## config.mk

```make
export PLATFORM = sky130hd
export DESIGN_NAME = nvpcm_mirror
export DESIGN_NICKNAME = d
export VERILOG_FILES = /design/src/include/nvpcm_pkg.sv /design/src/design/nvpcm_mirror.sv /design/src/design/nvpcm_loader.sv
export SDC_FILE = /design/constraint.sdc
export NUM_CORES = 1
export LEC_CHECK = 0
export ABC_AREA = 1
export BUFFER_PORTS_ARGS = -buffer_cell sky130_fd_sc_hd__buf_4
export CAP_MARGIN = 20
export CORE_MARGIN = 10
export CORE_UTILIZATION = 50
export CTS_CLUSTER_SIZE = 40
export DETAILED_ROUTE_END_ITERATION = 6
export HOLD_SLACK_MARGIN = 0.05
export PLACE_DENSITY = 0.76
export SLEW_MARGIN = 10
export SYNTH_ARGS = -nofsm -noshare
export SYNTH_HDL_FRONTEND = slang
export SYNTH_SLANG_ARGS = --single-unit
```

## constraint.sdc

```tcl
create_clock -name sys_clk_i -period 2.4 [get_ports sys_clk_i]
set_input_delay 0.24 -clock sys_clk_i [delete_from_list [all_inputs] [get_ports sys_clk_i]]
set_output_delay 0.24 -clock sys_clk_i [all_outputs]
set_load 0.1 [all_outputs]
```

## src/include/nvpcm_pkg.sv

```systemverilog
package nvpcm_pkg;
  localparam logic [7:0] ADDR_RSVD = 8'h2B;
  localparam logic [7:0] ADDR_PEN = 8'h30;
  localparam logic [7:0] ADDR_KEY0 = 8'h31;
  localparam logic [7:0] ADDR_KEY1 = 8'h32;
  localparam logic [7:0] ADDR_KEY2 = 8'h33;
  localparam logic [7:0] ADDR_KEY3 = 8'h34;
  localparam logic [7:0] PEN_RST = 8'h00;
  localparam logic [7:0] KEY_RST = 8'h00;
  localparam logic [7:0] RSVD_RST = 8'h00;
  localparam logic [7:0] PEN_ON = 8'hFF;
  localparam int NUM_MIRROR = 6;
  localparam int IDX_W = 3;
  localparam logic [2:0] IDX_RSVD = 3'h0;
  localparam logic [2:0] IDX_PEN = 3'h1;
  localparam logic [2:0] IDX_KEY0 = 3'h2;
  localparam logic [2:0] IDX_LAST = 3'h5;
  localparam int unsigned REFRESH_MS = 66;
  localparam int unsigned CLK_HZ = 125_000_000;
  // Least time in whole cycles, REFRESH_MS times the cycles per ms, with no rounding up
  localparam int unsigned REFRESH_CYC = (REFRESH_MS * (CLK_HZ / 1000) + 0);

  typedef enum logic [1:0] {
    LD_WAIT = 2'b00,
    LD_FETCH = 2'b01,
    LD_DONE = 2'b11
  } nvpcm_ld_e;

  typedef struct packed {
    logic wr;
    logic rd;
    logic [7:0] addr;
    logic [7:0] wdata;
  } nvpcm_req_s;

  typedef struct packed {
    logic vld;
    logic [2:0] idx;
    logic [7:0] data;
  } nvpcm_ld_s;

  function automatic logic [7:0] idx_to_addr(input logic [2:0] idx);
    case (idx)
      3'h0: idx_to_addr = ADDR_RSVD;
      3'h1: idx_to_addr = ADDR_PEN;
      3'h2: idx_to_addr = ADDR_KEY0;
      3'h3: idx_to_addr = ADDR_KEY1;
      3'h4: idx_to_addr = ADDR_KEY2;
      default: idx_to_addr = ADDR_KEY3;
    endcase
  endfunction

  // Returns {hit, index}
  function automatic logic [3:0] addr_to_idx(input logic [7:0] addr);
    case (addr)
      ADDR_RSVD: addr_to_idx = {1'b1, IDX_RSVD};
      ADDR_PEN: addr_to_idx = {1'b1, IDX_PEN};
      ADDR_KEY0: addr_to_idx = 4'hA;
      ADDR_KEY1: addr_to_idx = 4'hB;
      ADDR_KEY2: addr_to_idx = 4'hC;
      ADDR_KEY3: addr_to_idx = 4'hD;
      default: addr_to_idx = 4'h0;
    endcase
  endfunction
endpackage

```

## src/design/nvpcm_mirror.sv

```systemverilog
`timescale 1ns/100ps
module nvpcm_mirror
  import nvpcm_pkg::*;
#(
  parameter int unsigned REFRESH_CYCLES = REFRESH_CYC
) (
  input wire logic sys_clk_i,
  input wire logic rst_i,
  input nvpcm_req_s req_i,
  input wire logic [31:0] unlock_key_i,
  input wire logic nv_ack_i,
  input wire logic [7:0] nv_data_i,
  output logic nv_req_o,
  output logic [7:0] nv_addr_o,
  output logic [7:0] rd_data_o,
  output logic rd_valid_o,
  output logic protect_on_o,
  output logic write_open_o,
  output logic load_done_o
);
  logic [NUM_MIRROR-1:0][7:0] mirror_ff, nxt_mirror;
  logic [7:0] rd_data_ff, nxt_rd_data;
  logic rd_valid_ff;
  nvpcm_ld_s ld;
  logic load_done;

  nvpcm_loader #(
    .REFRESH_CYCLES(REFRESH_CYCLES)
  ) u_loader (
    .sys_clk_i(sys_clk_i),
    .rst_i(rst_i),
    .nv_ack_i(nv_ack_i),
    .nv_data_i(nv_data_i),
    .nv_req_o(nv_req_o),
    .nv_addr_o(nv_addr_o),
    .ld_o(ld),
    .done_o(load_done)
  );

  // Host address decode
  wire [3:0] dec = addr_to_idx(req_i.addr);
  wire hit = dec[3];
  wire [2:0] idx = dec[2:0];
  wire is_key = hit && (idx >= IDX_KEY0);

  // Stored key, byte 0 lowest
  wire [31:0] stored_key = {mirror_ff[5], mirror_ff[4], mirror_ff[3], mirror_ff[2]};
  wire protect_on = (mirror_ff[IDX_PEN] == PEN_ON);
  wire unlocked = (unlock_key_i == stored_key);
  wire write_open = load_done && (!protect_on || unlocked);
  // Reserved byte keeps its factory value
  wire wr_ok = req_i.wr && hit && write_open && (idx != IDX_RSVD);

  genvar g;
  generate
    for (g = 0; g < NUM_MIRROR; g++) begin : g_mirror
      wire ld_sel = ld.vld && (ld.idx == 3'(g));
      wire wr_sel = wr_ok && (idx == 3'(g));
      assign nxt_mirror[g] = ld_sel ? ld.data :
                             wr_sel ? req_i.wdata : mirror_ff[g];
    end
  endgenerate

  // Key bytes never leave through the read path
  assign nxt_rd_data = (!hit || is_key) ? 8'h00 : mirror_ff[idx];

  always_ff @(posedge sys_clk_i) begin
    if (rst_i) begin
      mirror_ff[IDX_RSVD] <= RSVD_RST;
      mirror_ff[IDX_PEN] <= PEN_RST;
      for (int i = 2; i < NUM_MIRROR; i++) begin
        mirror_ff[i] <= KEY_RST;
      end
    end else begin
      mirror_ff <= nxt_mirror;
    end
  end

  always_ff @(posedge sys_clk_i) begin
    if (rst_i) begin
      rd_data_ff <= 8'h00;
      rd_valid_ff <= 1'b0;
    end else begin
      rd_valid_ff <= req_i.rd;
      if (req_i.rd) begin
        rd_data_ff <= nxt_rd_data;
      end
    end
  end

  assign rd_data_o = rd_data_ff;
  assign rd_valid_o = rd_valid_ff;
  assign protect_on_o = protect_on;
  assign write_open_o = write_open;
  assign load_done_o = load_done;
endmodule

```

## src/design/nvpcm_loader.sv

```systemverilog
`timescale 1ns/100ps
module nvpcm_loader
  import nvpcm_pkg::*;
#(
  parameter int unsigned REFRESH_CYCLES = REFRESH_CYC
) (
  input wire logic sys_clk_i,
  input wire logic rst_i,
  input wire logic nv_ack_i,
  input wire logic [7:0] nv_data_i,
  output logic nv_req_o,
  output logic [7:0] nv_addr_o,
  output nvpcm_ld_s ld_o,
  output logic done_o
);
  localparam int CNT_W = $clog2(REFRESH_CYCLES + 1);
  localparam logic [CNT_W-1:0] CNT_LAST = CNT_W'(REFRESH_CYCLES - 1);

  nvpcm_ld_e state_ff, nxt_state;
  logic [CNT_W-1:0] cnt_ff, nxt_cnt;
  logic [2:0] idx_ff, nxt_idx;
  nvpcm_ld_s ld_ff, nxt_ld;

  wire refresh_end = (state_ff == LD_WAIT) && (cnt_ff == CNT_LAST);
  wire take = (state_ff == LD_FETCH) && nv_ack_i;

  assign nxt_cnt = (state_ff == LD_WAIT && !refresh_end) ? cnt_ff + 1'b1 : cnt_ff;
  assign nxt_idx = take ? idx_ff + 3'h1 : idx_ff;
  assign nxt_ld = '{vld: take, idx: idx_ff, data: nv_data_i};

  always_comb begin
    nxt_state = state_ff;
    unique case (state_ff)
      LD_WAIT: if (refresh_end) nxt_state = LD_FETCH;
      LD_FETCH: if (take && idx_ff == IDX_LAST) nxt_state = LD_DONE;
      LD_DONE: nxt_state = LD_DONE;
      default: nxt_state = LD_WAIT;
    endcase
  end

  always_ff @(posedge sys_clk_i) begin
    if (rst_i) begin
      state_ff <= LD_WAIT;
      cnt_ff <= '0;
      idx_ff <= IDX_RSVD;
      ld_ff <= '0;
    end else begin
      state_ff <= nxt_state;
      cnt_ff <= nxt_cnt;
      idx_ff <= nxt_idx;
      ld_ff <= nxt_ld;
    end
  end

  assign nv_req_o = (state_ff == LD_FETCH);
  assign nv_addr_o = idx_to_addr(idx_ff);
  assign ld_o = ld_ff;
  assign done_o = (state_ff == LD_DONE);
endmodule

```

==> reports/results.tsv <==
metric	value	unit
status	complete, no violations	
area_growth_syn_to_layout	16.3	%
cp.arrival	1.90	ns
synth_top_flop_cell	dfxtp_1	
drcViolationCount	0	
cts_buffers	9	
syn_area_per_cell	6.49	um^2
clock_sinks	97	
num_rows	38	
r2r_slack	0.28	ns
hold_buffers	0	
yosys_warnings	0	
final_nets	1008	
initial_utilization	0.518	
grt_pass1_wl	24200	um
fin_crit_sh	0.892	
grt_max_degree	43	
first_global_vias	5066	
ant_nets	0	
wl_per_cell	13.6	um
die_w	127	um
dpl_cell_area	6340	um^2
clock_path_buffers	2	
die_h	127	um
max-vdd-ir-drop	0.979	mV
leakage	3.13	nW
synth.most_common_cell	nand2_1	
seq_area	1940	um^2
crit_type	register to output pin	
track_usage	0.179	
rsz0062_at_grt	no	
layout_min_cycle_time	2.14	ns
pin_count	82	
hold_viol_final	0	
synth_area	5690	um^2
end_kind	output pin	
h-tree-depth	3	
firstDrtPassIters	5	
power.density	650	nW/um^2
r2r_cells	9	
grt_overflow	0	
start_kind	register	
vias_per_cell	5.10	
antenna_found_initial	0	
final_cell_area	6620	um^2
drt-total-wl	14800	um
synthCells	877	
yosys-top-cells-count	227 x nand2_1, 110 x inv_1, 101 x nor2_1	
num_vias	5542	
core	11000	um^2
drv_slew	0	
cap_violations	0	
clkLatencyLatePin	0.35	ns
path_cells	inv_1, ha_1, nor4_1, nor2_1, nor2_2, buf_4	
root_buffer	clkbuf_16	
tightest_slew	0.499	ns
synth_edf_count	0	
n_fill_cell	1103	
fmax	467	MHz
cp_data_required_time	2.16	ns
synth_top_area_share	0.341	
dp_hpwl	11100	um
dr.first_iter.drc_count	597	
setup_viol	0	
worstHoldPathCells	3	
path_clk_slew	0.07	ns
gp_congestion	0.889	
cts_setup_buffers	0	
async_reset_ff_frac	0	
multiInputGateArea	3120	um^2
clock_skew	0.00946	ns
cpMaxStageDelayCell	dfxtp_1	
worstPathMaxFanout	5	
synth_area_leaders	dfxtp_1 34%, nand2_1 15%, inv_1 7.3%	
synth_top_area_cell	dfxtp_1	
die_area	16100	um^2
synth.distinct_cells	36	
drive_gt1_frac	0.134	
slew_headroom	0.665	
post_cts_resized	0	
ys_seq_area_frac	0.341	
tritoncts	built	
synth_seq_cells	97	
min_path_type	input port to register	
slowest_delay	0.37	ns
tns	0	ns
num_antenna_cells	0	
port_buffers	78	
[layer usage]
| metal | GRT usage | share of wire | wire length, um | vias up |
|---|---|---|---|---|
| met1 | 0.252 | 0.48 | 7140 | 2415 |
| met3 | 0.0392 | 0.076 | 1130 | 19 |
| met5 | 0 | 0 | 0 | - |
| met4 | 0.0623 | 0.017 | 251 | 0 |
| li1 | - | - | - | 2920 |
| met2 | 0.264 | 0.42 | 6290 | 188 |
[worst max-delay path, delay by kind of cell, from the launching register on]
kind | cells | cell delay [ns]
AND/OR/NAND/NOR | 3 | 0.57
adder cells (fa/ha/maj) | 1 | 0.22
flip-flops | 1 | 0.37
buffers and inverters | 2 | 0.40
[through the flow]
step	utilization	setup WS [ns]	total power, mW	std cells	hold WS [ns]
after floorplan	-	-0.0979	2.58	878	0.347
after global placement	0.577	0.327	2.92	1071	0.435
after detailed placement	0.577	0.293	2.93	1071	0.444
after CTS	0.603	0.264	4.32	1087	0.0881
after global routing	0.603	0.0303	4.51	1087	0.0972
final	0.603	0.259	4.31	1087	0.0895
[report_power, final]
part | switching (mW) | internal [mW] | total, mW
sequential | 0.0447 | 1.68 | 1.72
clock | 0.682 | 0.728 | 1.41
combinational | 0.860 | 0.311 | 1.17
[flip-flops by register name, summed over array words and instances (netlist names)]
signal,flops
mirror_ff,48
rd_data_o,8
rd_valid_o,1
u_loader.cnt_ff,23
u_loader.idx_ff,3
u_loader.ld_o,12
u_loader.state_ff,2
[path summary, 6_finish.rpt]
| path | startpoint | end |
|---|---|---|
| hold reg to reg | mirror_ff[7] | mirror_ff[7] |
| hold / removal | nv_data_i[4] | u_loader.ld_o[4] |
| setup / recovery | u_loader.idx_ff[0] | nv_addr_o[2] |
| setup reg to reg | u_loader.cnt_ff[0] | u_loader.cnt_ff[19] |
[cell type report]
type                            instances  share of cell area
Clock buffer                           10              0.0346
Clock inverter                          6             0.00850
Sequential cell                        97               0.293
Timing Repair Buffer                   90               0.102
Multi-Input combinational cell        631               0.471
Tap cell                              140              0.0265
Inverter                              113              0.0641
[cell families after synthesis]
group | Yosys count | share of synthesized area
AO/OA/AOI/OAI | 156 | 0.145
XOR/XNOR | 39 | 0.0600
flip-flops | 97 | 0.341
other | 2 | 0.00132
buffers and inverters | 150 | 0.113
AND/OR/NAND/NOR | 428 | 0.329
adder cells (fa/ha/maj) | 5 | 0.0110
[cells in the final DEF (no fill, tap or decap)]
cell type	synthesis	final
xnor2_1	28	28
nor2_1	101	98
buf_4	6	90
a21oi_1	82	82
nand3_1	49	49
dfxtp_1	97	97
inv_1	110	110
nand4_1	12	12
o22a_1	1	1
clkinv_4	0	1
nor3b_1	1	1
nand3_2	7	7
a22oi_1	1	1
nand2_1	227	227
clkinv_1	3	3
inv_8	0	2
nor3_1	12	12
o21ai_0	63	62
nand2_4	1	1
o21ai_1	0	1
inv_6	0	2
clkbuf_1	23	1
a31oi_4	1	1
a22o_1	2	2
nor2_4	2	2
nand4_4	2	2
o22ai_1	1	1
ha_1	5	5
nand4_2	3	3
a21boi_0	1	1
clkinvlp_4	0	1
conb_1	2	3
nor2_2	1	4
nand2_2	2	2
nor4_1	7	7
clkbuf_16	0	9
xor2_1	11	11
and3_1	1	1
o211ai_1	4	4
Note: power is estimated with default switching activity, not from simulation.
